`src/include/pss_pkg.sv`:
```
// package of constants, types and helpers for the preset speed selector
package pss_pkg;

    // geometry of the preset bank
    localparam int PSS_NUM_PRESETS = 8;
    localparam int PSS_IDX_W       = 3;
    localparam int PSS_VAL_W       = 16;
    localparam int PSS_ADDR_W      = 8;
    localparam int PSS_DATA_W      = 32;

    // preset values are signed tenths of a percent
    localparam logic signed [15:0] PSS_VAL_MIN   = -16'sd1000;
    localparam logic signed [15:0] PSS_VAL_MAX   = 16'sd1000;
    localparam logic signed [15:0] PSS_VAL_RESET = 16'sd0;

    // select input positions within the index
    localparam int PSS_SEL0_POS = 0;
    localparam int PSS_SEL1_POS = 1;
    localparam int PSS_SEL2_POS = 2;

    // register byte offsets, one aligned word each
    localparam logic [7:0] PSS_OFF_PRESET0 = 8'h00;
    localparam logic [7:0] PSS_OFF_PRESET7 = 8'h1C;
    localparam logic [7:0] PSS_OFF_INDEX   = 8'h20;
    localparam logic [7:0] PSS_OFF_VALUE   = 8'h24;

    // field layout of the value and index words
    localparam int PSS_VAL_LSB = 0;
    localparam int PSS_IDX_LSB = 0;

    // reset values of the monitors and bus outputs
    localparam logic [2:0]  PSS_IDX_RESET  = 3'h0;
    localparam logic [31:0] PSS_DATA_RESET = 32'h0000_0000;

    typedef logic signed [15:0] pss_val_t;
    typedef logic [2:0]         pss_idx_t;
    typedef logic [7:0][15:0]   pss_bank_t;

    // limit a written value to the legal preset range
    function automatic pss_val_t pss_clamp(input logic [15:0] raw);
        pss_val_t v;
        v = pss_val_t'(raw);
        if (v > PSS_VAL_MAX) begin
            return PSS_VAL_MAX;
        end
        if (v < PSS_VAL_MIN) begin
            return PSS_VAL_MIN;
        end
        return v;
    endfunction

    // build the binary index from the three select lines
    function automatic pss_idx_t pss_index(input logic s2,
                                           input logic s1,
                                           input logic s0);
        pss_idx_t i;
        i = PSS_IDX_RESET;
        i[PSS_SEL0_POS] = s0;
        i[PSS_SEL1_POS] = s1;
        i[PSS_SEL2_POS] = s2;
        return i;
    endfunction

endpackage

```
`src/include/pss_sel_if.sv`:
```
// carrier between the register bank and the selector stage
`timescale 1ns/1ps
interface pss_sel_if;
    import pss_pkg::*;

    pss_bank_t bank;
    pss_idx_t  index_in;
    pss_idx_t  index_q;
    pss_val_t  value_q;

    // the bank owner drives presets and raw index
    modport owner (
        output bank,
        output index_in,
        input  index_q,
        input  value_q
    );

    // the selector registers index and chosen value
    modport sel (
        input  bank,
        input  index_in,
        output index_q,
        output value_q
    );
endinterface

```
`src/pss_mux.sv`:
```
// selector stage: registers the index and the preset it picks
`timescale 1ns/1ps
module pss_mux
    import pss_pkg::*;
(
    // clock and reset
    input  wire logic mclk,
    input  wire logic resetn,
    // bank and index from the owner
    pss_sel_if.sel    sel_bus
);

    pss_val_t chosen;

    // one-of-eight pick, combinational before the output register
    assign chosen = pss_val_t'(sel_bus.bank[sel_bus.index_in]);

    // index register, one clock of latency
    always_ff @(posedge mclk or negedge resetn) begin
        if (!resetn) begin
            sel_bus.index_q <= PSS_IDX_RESET;
        end else begin
            sel_bus.index_q <= sel_bus.index_in;
        end
    end

    // value register, shares the index latency so both stay aligned
    always_ff @(posedge mclk or negedge resetn) begin
        if (!resetn) begin
            sel_bus.value_q <= PSS_VAL_RESET;
        end else begin
            sel_bus.value_q <= chosen;
        end
    end

    // value follows any change of bank or index one clock later
    property p_value_lag;
        @(posedge mclk) disable iff (!resetn)
        1'b1 |=> (sel_bus.value_q == $past(chosen));
    endproperty
    a_value_lag: assert property (p_value_lag)
        else $error("chosen value not registered one clock later");

endmodule

```
`src/pss_top.sv`:
```
// preset speed selector: preset bank, apb slave and selector stage
// values are in tenths of a percent, so the legal span is -1000..+1000.
// writes outside that span are clamped rather than refused, so the
// reference can never leave its range even on a careless write.
`timescale 1ns/1ps
module pss_top
    import pss_pkg::*;
(
    // clock and reset
    input  wire logic        mclk,
    input  wire logic        resetn,
    // apb slave
    input  wire logic [7:0]  paddr,
    input  wire logic        psel,
    input  wire logic        penable,
    input  wire logic        pwrite,
    input  wire logic [31:0] pwdata,
    input  wire logic [3:0]  pstrb,
    output logic      [31:0] prdata,
    output logic             pready,
    output logic             pslverr,
    // select lines from the digital inputs
    input  wire logic        sel0,
    input  wire logic        sel1,
    input  wire logic        sel2,
    // reference path and monitors
    output logic      [15:0] ref_out,
    output logic      [2:0]  index_out
);

    pss_sel_if sel_bus ();

    pss_val_t   preset [PSS_NUM_PRESETS];
    logic       setup_phase;
    logic       access_phase;
    logic       wr_take;
    logic       addr_preset;
    logic [2:0] addr_slot;
    logic       addr_mapped;
    logic [15:0] merged;
    logic [31:0] next_prdata;
    logic        next_pslverr;

    // address decode, shared by the read and write paths
    assign addr_preset = (paddr <= PSS_OFF_PRESET7) && (paddr[1:0] == 2'b00);
    assign addr_slot   = paddr[4:2];
    assign addr_mapped = addr_preset
                       || (paddr == PSS_OFF_INDEX)
                       || (paddr == PSS_OFF_VALUE);

    // phases of an apb transfer; the slave never inserts wait states
    assign setup_phase  = psel && !penable;
    assign access_phase = psel && penable;
    assign pready       = access_phase;
    assign wr_take      = access_phase && pwrite && addr_preset;

    // merge byte lanes with the stored value before clamping
    always_comb begin
        merged = preset[addr_slot];
        if (pstrb[0]) begin
            merged[7:0] = pwdata[7:0];
        end
        if (pstrb[1]) begin
            merged[15:8] = pwdata[15:8];
        end
    end

    // preset bank, written at the access edge only
    always_ff @(posedge mclk or negedge resetn) begin
        if (!resetn) begin
            for (int i = 0; i < PSS_NUM_PRESETS; i++) begin
                preset[i] <= PSS_VAL_RESET;
            end
        end else if (wr_take) begin
            preset[addr_slot] <= pss_clamp(merged);
        end
    end

    // read mux; monitors are read-only and a write there is ignored
    always_comb begin
        next_prdata  = PSS_DATA_RESET;
        next_pslverr = 1'b0;
        if (addr_preset) begin
            next_prdata[PSS_VAL_LSB +: PSS_VAL_W] = preset[addr_slot];
        end else if (paddr == PSS_OFF_INDEX) begin
            next_prdata[PSS_IDX_LSB +: PSS_IDX_W] = sel_bus.index_q;
        end else if (paddr == PSS_OFF_VALUE) begin
            next_prdata[PSS_VAL_LSB +: PSS_VAL_W] = sel_bus.value_q;
        end else begin
            next_pslverr = 1'b1;
        end
        if (pwrite) begin
            next_prdata = PSS_DATA_RESET;
        end
    end

    // read data and error are captured in the setup cycle, so the
    // access phase presents flopped data with no wait state
    always_ff @(posedge mclk or negedge resetn) begin
        if (!resetn) begin
            prdata  <= PSS_DATA_RESET;
            pslverr <= 1'b0;
        end else if (setup_phase) begin
            prdata  <= next_prdata;
            pslverr <= next_pslverr && !addr_mapped;
        end
    end

    // feed the selector stage
    always_comb begin
        for (int i = 0; i < PSS_NUM_PRESETS; i++) begin
            sel_bus.bank[i] = preset[i];
        end
    end
    assign sel_bus.index_in = pss_index(sel2, sel1, sel0);

    pss_mux u_mux (
        .mclk    (mclk),
        .resetn  (resetn),
        .sel_bus (sel_bus.sel)
    );

    // outputs come straight from the selector's flip-flops
    assign ref_out   = sel_bus.value_q;
    assign index_out = sel_bus.index_q;

    // a preset write never goes past the legal range
    property p_preset_range;
        @(posedge mclk) disable iff (!resetn)
        wr_take |=> (preset[$past(addr_slot)] >= PSS_VAL_MIN)
                 && (preset[$past(addr_slot)] <= PSS_VAL_MAX);
    endproperty
    a_preset_range: assert property (p_preset_range)
        else $error("preset left the legal range after a write");

    // an in-range full write lands unchanged
    property p_preset_store;
        @(posedge mclk) disable iff (!resetn)
        (wr_take && (pstrb[1:0] == 2'b11)
         && ($signed(pwdata[15:0]) >= PSS_VAL_MIN)
         && ($signed(pwdata[15:0]) <= PSS_VAL_MAX))
        |=> (preset[$past(addr_slot)] == $past(pwdata[15:0]));
    endproperty
    a_preset_store: assert property (p_preset_store)
        else $error("in-range preset write not stored as written");

    // output equals the preset chosen by the index it shows
    property p_ref_match;
        @(posedge mclk) disable iff (!resetn)
        (!$past(wr_take)) |-> (ref_out == preset[index_out]);
    endproperty
    a_ref_match: assert property (p_ref_match)
        else $error("reference output differs from indexed preset");

    // select 0 reaches index bit 0 one clock later
    property p_sel0_bit;
        @(posedge mclk) disable iff (!resetn)
        1'b1 |=> (index_out[0] == $past(sel0));
    endproperty
    a_sel0_bit: assert property (p_sel0_bit)
        else $error("select 0 not on index bit 0");

    // a rise on select 1 sets index bit 1 one clock later
    property p_sel1_bit;
        @(posedge mclk) disable iff (!resetn)
        $rose(sel1) |=> index_out[1];
    endproperty
    a_sel1_bit: assert property (p_sel1_bit)
        else $error("select 1 not on index bit 1");

    // a fall on select 2 clears index bit 2 one clock later
    property p_sel2_bit;
        @(posedge mclk) disable iff (!resetn)
        $fell(sel2) |=> !index_out[2];
    endproperty
    a_sel2_bit: assert property (p_sel2_bit)
        else $error("select 2 not on index bit 2");

    // a write off the preset addresses leaves presets 0 and 7 unchanged
    property p_monitor_ro;
        @(posedge mclk) disable iff (!resetn)
        (access_phase && pwrite && !addr_preset)
        |=> (preset[0] == $past(preset[0]))
         && (preset[7] == $past(preset[7]))
         && !$past(pslverr && (paddr == PSS_OFF_VALUE));
    endproperty
    a_monitor_ro: assert property (p_monitor_ro)
        else $error("monitor write altered state or raised error");

    // index monitor read returns the index held at the setup edge
    property p_index_read;
        @(posedge mclk) disable iff (!resetn)
        (setup_phase && !pwrite && (paddr == PSS_OFF_INDEX))
        |=> (prdata == {29'h0000_0000, $past(index_out)});
    endproperty
    a_index_read: assert property (p_index_read)
        else $error("index monitor read returned wrong value");

    // out of reset, a stable select pattern keeps the index stable; the
    // first edge after a release is excluded, the index leaves zero there
    property p_index_hold;
        @(posedge mclk) disable iff (!resetn)
        ($past(resetn) && $stable(sel0) && $stable(sel1) && $stable(sel2))
        |=> $stable(index_out);
    endproperty
    a_index_hold: assert property (p_index_hold)
        else $error("index changed without a select change");

    // output and index registers reset to zero, as the presets do, so both start there
    property p_reset_out;
        @(posedge mclk) disable iff (!resetn)
        $rose(resetn) |-> (ref_out == PSS_VAL_RESET)
                       && (index_out == PSS_IDX_RESET);
    endproperty
    a_reset_out: assert property (p_reset_out)
        else $error("output or index not at reset value after reset");

    // the reference stays inside the legal span at all times
    property p_ref_range;
        @(posedge mclk) disable iff (!resetn)
        1'b1 |-> ($signed(ref_out) >= PSS_VAL_MIN)
              && ($signed(ref_out) <= PSS_VAL_MAX);
    endproperty
    a_ref_range: assert property (p_ref_range)
        else $error("reference output outside the legal span");

    // without a bus write every stored preset keeps its value
    property p_bank_hold;
        @(posedge mclk) disable iff (!resetn)
        !wr_take |=> $stable(sel_bus.bank);
    endproperty
    a_bank_hold: assert property (p_bank_hold)
        else $error("preset changed without a bus write");

    // a full write above the span lands as the upper limit
    property p_clamp_high;
        @(posedge mclk) disable iff (!resetn)
        (wr_take && (pstrb[1:0] == 2'b11)
         && ($signed(pwdata[15:0]) > PSS_VAL_MAX))
        |=> (preset[$past(addr_slot)] == PSS_VAL_MAX);
    endproperty
    a_clamp_high: assert property (p_clamp_high)
        else $error("write above the span not clamped to the limit");

    // a full write below the span lands as the lower limit
    property p_clamp_low;
        @(posedge mclk) disable iff (!resetn)
        (wr_take && (pstrb[1:0] == 2'b11)
         && ($signed(pwdata[15:0]) < PSS_VAL_MIN))
        |=> (preset[$past(addr_slot)] == PSS_VAL_MIN);
    endproperty
    a_clamp_low: assert property (p_clamp_low)
        else $error("write below the span not clamped to the limit");

    // value monitor read returns the output held at the setup edge
    property p_value_read;
        @(posedge mclk) disable iff (!resetn)
        (setup_phase && !pwrite && (paddr == PSS_OFF_VALUE))
        |=> (prdata == {16'h0000, $past(ref_out)});
    endproperty
    a_value_read: assert property (p_value_read)
        else $error("value monitor read returned wrong value");

    // preset read returns the stored word, upper half zero
    property p_preset_read;
        @(posedge mclk) disable iff (!resetn)
        (setup_phase && !pwrite && addr_preset)
        |=> (prdata == {16'h0000, $past(preset[addr_slot])});
    endproperty
    a_preset_read: assert property (p_preset_read)
        else $error("preset read returned wrong value");

    // the index register follows the raw select pattern one clock later
    property p_index_lag;
        @(posedge mclk) disable iff (!resetn)
        1'b1 |=> (index_out == $past(sel_bus.index_in));
    endproperty
    a_index_lag: assert property (p_index_lag)
        else $error("index not registered one clock after the selects");

    // the output is the preset that the raw index picked a clock earlier
    property p_ref_lag;
        @(posedge mclk) disable iff (!resetn)
        1'b1 |=> (ref_out == $past(preset[sel_bus.index_in]));
    endproperty
    a_ref_lag: assert property (p_ref_lag)
        else $error("output is not the preset picked by the index");

    // a write to either monitor is accepted quietly, with no error
    property p_monitor_quiet;
        @(posedge mclk) disable iff (!resetn)
        (access_phase && pwrite
         && ((paddr == PSS_OFF_INDEX) || (paddr == PSS_OFF_VALUE)))
        |-> !pslverr;
    endproperty
    a_monitor_quiet: assert property (p_monitor_quiet)
        else $error("monitor write answered with an error");

endmodule

```
`config.mk`:
```
export PLATFORM = sky130hd
export DESIGN_NAME = pss_top
export DESIGN_NICKNAME = d
export VERILOG_FILES = /design/src/include/pss_pkg.sv /design/src/include/pss_sel_if.sv /design/src/pss_mux.sv /design/src/pss_top.sv
export SDC_FILE = /design/constraint.sdc
export NUM_CORES = 1
export LEC_CHECK = 0
export BUFFER_PORTS_ARGS = -buffer_cell sky130_fd_sc_hd__clkbuf_2
export CORE_MARGIN = 2
export CORE_UTILIZATION = 43
export CTS_BUF_LIST = sky130_fd_sc_hd__clkbuf_16
export DETAILED_ROUTE_END_ITERATION = 7
export HOLD_SLACK_MARGIN = 0.06
export PLACE_DENSITY = 0.73
export SLEW_MARGIN = 0
export SYNTH_ARGS = -nofsm -noshare
export SYNTH_HDL_FRONTEND = slang
export SYNTH_HIERARCHICAL = 1
export SYNTH_SLANG_ARGS = --single-unit
```
`constraint.sdc`:
```
create_clock -name mclk -period 6.39 [get_ports mclk]
set_clock_uncertainty 0.05 [all_clocks]
set_input_delay 1.278 -clock mclk [delete_from_list [all_inputs] [get_ports mclk]]
set_output_delay 1.278 -clock mclk [all_outputs]
set_load 0.05 [all_outputs]
```
# ---- Word level (Yosys, flattened, before mapping)
# Index checks and enable logic that the tools add are counted.
# W data, S select, Z words.
dict set report word_totals {
  ff_bits 180
  latchBits 0
  ram_bits 0
  mem_bits_ro 0
  input_bits 52
  wordCells 61
  mem_count 0
}
dict set report classes {
  add_sub_neg 0
  mul 0
  div_mod_pow 0
  n_lt_le_gt_ge 6
  n_eq_ne 2
  shift 0
  mux 28
  n_bitwise 1
  n_reduce_logical 12
}
# op n
set op_table {}
lappend op_table {{$mux W16} 12}
lappend op_table {{$bwmux W128} 1}
lappend op_table {{$bmux W16 S3} 2}
lappend op_table {{$demux W16 S3} 1}
lappend op_table {{$eq A8 B6 Y1 const B} 2}
lappend op_table {{$gt A16 B11 Y1 const B} 1}
lappend op_table {{$lt A16 B11 Y1 const B} 1}
lappend op_table {{$mux W8} 2}
lappend op_table {{$mux W13} 1}
lappend op_table {{$le A8 B5 Y1 const B} 1}
lappend op_table {{$mux W1} 8}
lappend op_table {{$logic_and A1 B1 Y1} 7}
lappend op_table {{$ge A4 B4 Y1 const B} 1}
lappend op_table {{$lt A3 B4 Y1 const B} 1}
lappend op_table {{$lt A4 B1 Y1 const B} 1}
lappend op_table {{$not A3 Y4} 1}
lappend op_table {{$mux W3} 1}
lappend op_table {{$logic_not A1 Y1} 2}
lappend op_table {{$logic_not A2 Y1} 1}
lappend op_table {{$logic_or A1 B1 Y1} 2}

# ---- Depth between registers and ports, before layout
dict set report depth {
  depth_word 14
  mapped_depth 16
  mapped_depth_nobuf 10
}

# ---- By module
# Netlist, hierarchy kept.
# module instances cells_each area_per_inst_um2 seq_area_each_um2
set by_module_without_submodules {}
lappend by_module_without_submodules {pss_top 1 871 8059.0 3628.5}
lappend by_module_without_submodules {pss_mux 1 76 1546.5 475.5}

# ---- Least setup slack after synthesis
# No wires, ideal clock.
dict set report synth_timing {
  path_type {input to register}
  start {in paddr[2]}
  end {reg preset[20] (netlist name)}
  setup_ns 0.095
  arrival_time_ns 4.054
  required_ns 6.245
  slack_ns 2.191
  cell_stages 15
  path_cell_list {buf_6 -> buf_12 -> buf_8 -> mux2i_1 -> a22o_1 -> o31a_1 -> and4b_1 -> nand4_1 -> ha_1 -> buf_1 -> clkbuf_1 -> nand2b_1 -> buf_1 -> nand2_1 -> o31ai_1}
}
dict set report synth_between {
  elab_chain_cells 13
  word_cells_on_any_way 26
  classes_between {order compare: 5; mux: 17; bitwise: 1; reduce/logical: 3}
}
# item line_no
set synth_lines {}
lappend synth_lines {{start: declaration} pss_top.sv:13} ;# input wire logic [7:0] paddr,
lappend synth_lines {{$not A3 Y4 (not written as such)} {pss_top.sv:59, pss_top.sv:75}}
lappend synth_lines {{$bmux W16 S3} pss_top.sv:59} ;# merged = preset[addr_slot];
lappend synth_lines {{$mux W16 (not written as such) (2 in series)} pss_top.sv:59}
lappend synth_lines {{$mux W8 (on tied branches)} {pss_top.sv:60, pss_top.sv:63}}
lappend synth_lines {{$lt A16 B11 Y1} pss_pkg.sv:46} ;# if (v < PSS_VAL_MIN) begin
lappend synth_lines {{$mux W1 (2 in series)} pss_pkg.sv:46}
lappend synth_lines {{$mux W1} pss_top.sv:74} ;# end else if (wr_take) begin
lappend synth_lines {{$mux W16} pss_pkg.sv:49} ;# return v;
lappend synth_lines {{$mux W16} pss_pkg.sv:46}
lappend synth_lines {{$mux W16} pss_top.sv:74}
lappend synth_lines {{$bwmux W128} pss_top.sv:75} ;# preset[addr_slot] <= pss_clamp(merged);
lappend synth_lines {{end signal: indexed assignment} pss_top.sv:75}
lappend synth_lines {{end: declaration} pss_top.sv:33} ;# pss_val_t preset [PSS_NUM_PRESETS];
# Parallel ways exist; a longest one is shown, timed or not. The select of a mux whose other input is x is not followed.
# A chain may end at the register's enable or synchronous reset.

# ---- Worst setup path after layout
dict set report layout_timing {
  start {in paddr[2]}
  end {reg preset[27] (netlist name)}
}
# The elaborated chain is that of the path after synthesis.

==> flow_summary.ini <==
[run_status]
status = finished clean

[floorplan]
coreArea_um2 = 21900
die_w_um = 153
die_y_um = 153
io_pins = 105
rows = 54
dieArea_um2 = 23600
start_util_pct = 43.9

[drt]
drt_first_pass_iters = 5
vias_per_cell = 6.28
drc = 0
ant_nets = 0
finalWirelength_mm = 29.2
wire_per_inst_um = 23.1
drt_iter0_drc = 948
vias = 7930

[min_path]
hold_class = reg -> reg
worstHoldEndpoint = prdata[3]
hold_start = prdata[3]
worst_hold_path.num_cells = 2

[yosys]
ys_seq_elements = 164
ys.flop_type = dfrtp_1
synth-xor-area-share_pct = 0
yosysSeqAreaShare_pct = 42.7
synth_compound_area_share_pct = 17.3
async_reset_ff_share_pct = 100
yosys-top-cells-area = dfrtp_1 43%, mux4_1 7.7%, nand2_1 7.5%
syn_area_um2 = 9610
yosysWarnings = 6
yosysTopAreaCellShare_pct = 42.7
avgSynthCellArea_um2 = 10.1
synth_mux_area_share_pct = 18.2
synth_top_family_by_area = multiplexers
synth-simple-area-share_pct = 14.8
synth_cell_types = 53
synthCells = 947
synth_edf_count = 0
synth_fa_ha_area_share_pct = 0.130
yosysTopAreaCell = dfrtp_1

[clock_tree]
cts_hold_buf = 0
cts_setup_buffers = 0
cts.path.max_buffers = 2
cts_tree = done
cts_resized = 0
clkTransAtPathRegs_ns = 0.06
htreeDepth = 4
tritoncts.num_buffers = 17
clock-sinks = 164
clockRootBuffer = clkbuf_16
worstSkewPairLatency_ns = 0.44

[critical_path]
critPathLaunchType = input port
crit_required_ns = 6.60
ff2ff_path_depth = 10
cp_max_fo = 33
worstSetupPathType = in -> reg
r2r_slack_ns = 2.98
r2r-start = preset[3]
r2r_end = preset[113]
crit_path_end_kind = flop
arrival_ns = 5.01

[global_route]
grt_pass1_vias = 7564
use_met2_pct = 37.9
grt.overflow.total = 0
grt-busiest-layer = met2
grt_max_degree = 113
track_usage_pct = 24.6
grt_pass1_wl_mm = 44.6
grt_util_met1_pct = 33.1
gr-usage-met3_pct = 6.01
antenna_found_initial = 0

[sta]
fin_crit_ns = 4.81
setup_viol = 0
worstMarginPinSlew_ns = 1.26
max_freq_mhz = 208
drv_slew = 0
tns_ns = 0
grt_setup_unrepaired = false
relSlewSlack_pct = 16.2
hold_viol = 0
post-route-period-util_pct = 75.2
whs_ns = 0.428
setup_ws_ns = 1.58

[placement]
io_buffers = 70
dp_worst_setup_slack_ns = 1.23
hpwl_mm = 18.2
post_dp_cell_area_um2 = 9910
routabilityCongestion = 0.851

[pwr]
p_sw_mw = 0.661
ir_drop_mv = 0.212
pwr-share-comb_pct = 12.3
p_clk_share_pct = 43.3
leakage_nw = 4.79
intPower_mw = 1.74
powerDensity_nw_per_um2 = 229
sw_frac_of_total_pct = 27.5
p_seq_share_pct = 44.4

[final_layout]
layout-drive-gt1-share_pct = 19.8
nFillCells = 2033
n_antenna_cell = 0
nets = 1024
final_area_um2 = 10500
area_growth_pct = 9.26

[job]
max_cap_violations = 0
[worst max-delay path, stage by stage]
cell and delay (ns):
clkbuf_2 0.57, buf_4 0.47, mux2_2 0.22, o22ai_1 0.12
o31ai_4 0.44, o31ai_2 0.22, a2111oi_4 1.00, buf_4 0.50
o31ai_1 0.16
[area by class of cell]
cell class | instances | area (um^2) | area share (%)
inverter | 1 | 3.75 | 0.0358
clock inverter | 14 | 161 | 1.54
multi-input combinational | 693 | 4910 | 46.8
tap | 280 | 350 | 3.34
sequential | 164 | 4100 | 39.1
timing repair buffer | 94 | 537 | 5.11
clock buffer | 17 | 425 | 4.05
[cell usage after synthesis (all sizes together) (10+ instances only)]
library cell,number
o31ai,86
mux2i,35
a22o,17
nand2,192
o22ai,14
nor3,12
clkbuf,36
dfrtp,164
mux2,47
mux4,34
a21oi,10
nor2,107
a31oi,40
o21ai,15
buf,68
[cell families (layout without fill, tap and decap cells)]
logic type	after synthesis	in the layout
compound gates	212	212
fa+ha+maj	1	1
buf+inv	105	126
flops	164	164
mux	116	116
other cells	1	16
simple gates	348	348
[per-stage QoR]
stage | utilization, % | power, mW | std cells
6_report | 47.9 | 2.40 | 1263
5_1_grt | 47.9 | 2.47 | 1263
4_1_cts | 47.9 | 2.41 | 1263
3_5_place_dp | 45.3 | 1.38 | 1232
3_3_place_gp | 45.3 | 1.37 | 1232
2_1_floorplan | - | 1.30 | 962
[power groups by stage]
stage	Sequential, mW	Combinational (mW)	Clock, mW
after floorplan	1.10	0.206	0
after global placement	1.09	0.287	0
after detailed placement	1.09	0.290	0
after CTS	1.07	0.291	1.05
after global routing	1.07	0.312	1.09
final	1.07	0.295	1.04
[how the worst max path moves through the flow]
| stage | startpoint | endpoint | slack [ns] |
|---|---|---|---|
| 3_5_place_dp | paddr[2] | preset[28] | 1.23 |
| 3_3_place_gp | paddr[2] | preset[42] | 1.28 |
| 6_report | paddr[2] | preset[27] | 1.58 |
| 4_1_cts | paddr[2] | preset[28] | 1.68 |
| 5_1_grt | paddr[2] | preset[27] | 1.46 |
| 2_1_floorplan | paddr[2] | preset[20] | 2.19 |
[flip-flops by register name, summed over array words and instances (netlist names)]
| register | flops |
|---|---|
| prdata | 16 |
| pslverr | 1 |
| u_mux/sel_bus.index_q | 3 |
| preset | 128 |
| u_mux/sel_bus.value_q | 16 |
[placed cells by master (no fill, tap or decap), drive strengths merged, types with 4 or more instances in the layout]
cell / instances
a21oi: 10
a22o: 17
a31oi: 40
a41oi: 8
and2: 4
buf: 25
clkbuf: 86
clkinv: 5
clkinvlp: 5
conb: 16
dfrtp: 164
mux2: 47
mux2i: 35
mux4: 34
nand2: 192
nand2b: 6
nand3: 4
nor2: 107
nor2b: 7
nor3: 12
o21ai: 15
o22ai: 14
o31ai: 86
o41ai: 8
or2: 6
[per-layer routing]
metal | routed length, um | vias to the layer above
li1 | - | 3481
met3 | 3040 | 68
met4 | 1040 | 0
met5 | 0 | -
met1 | 11700 | 3878
met2 | 13400 | 503
(Power assumes the default switching activity.)
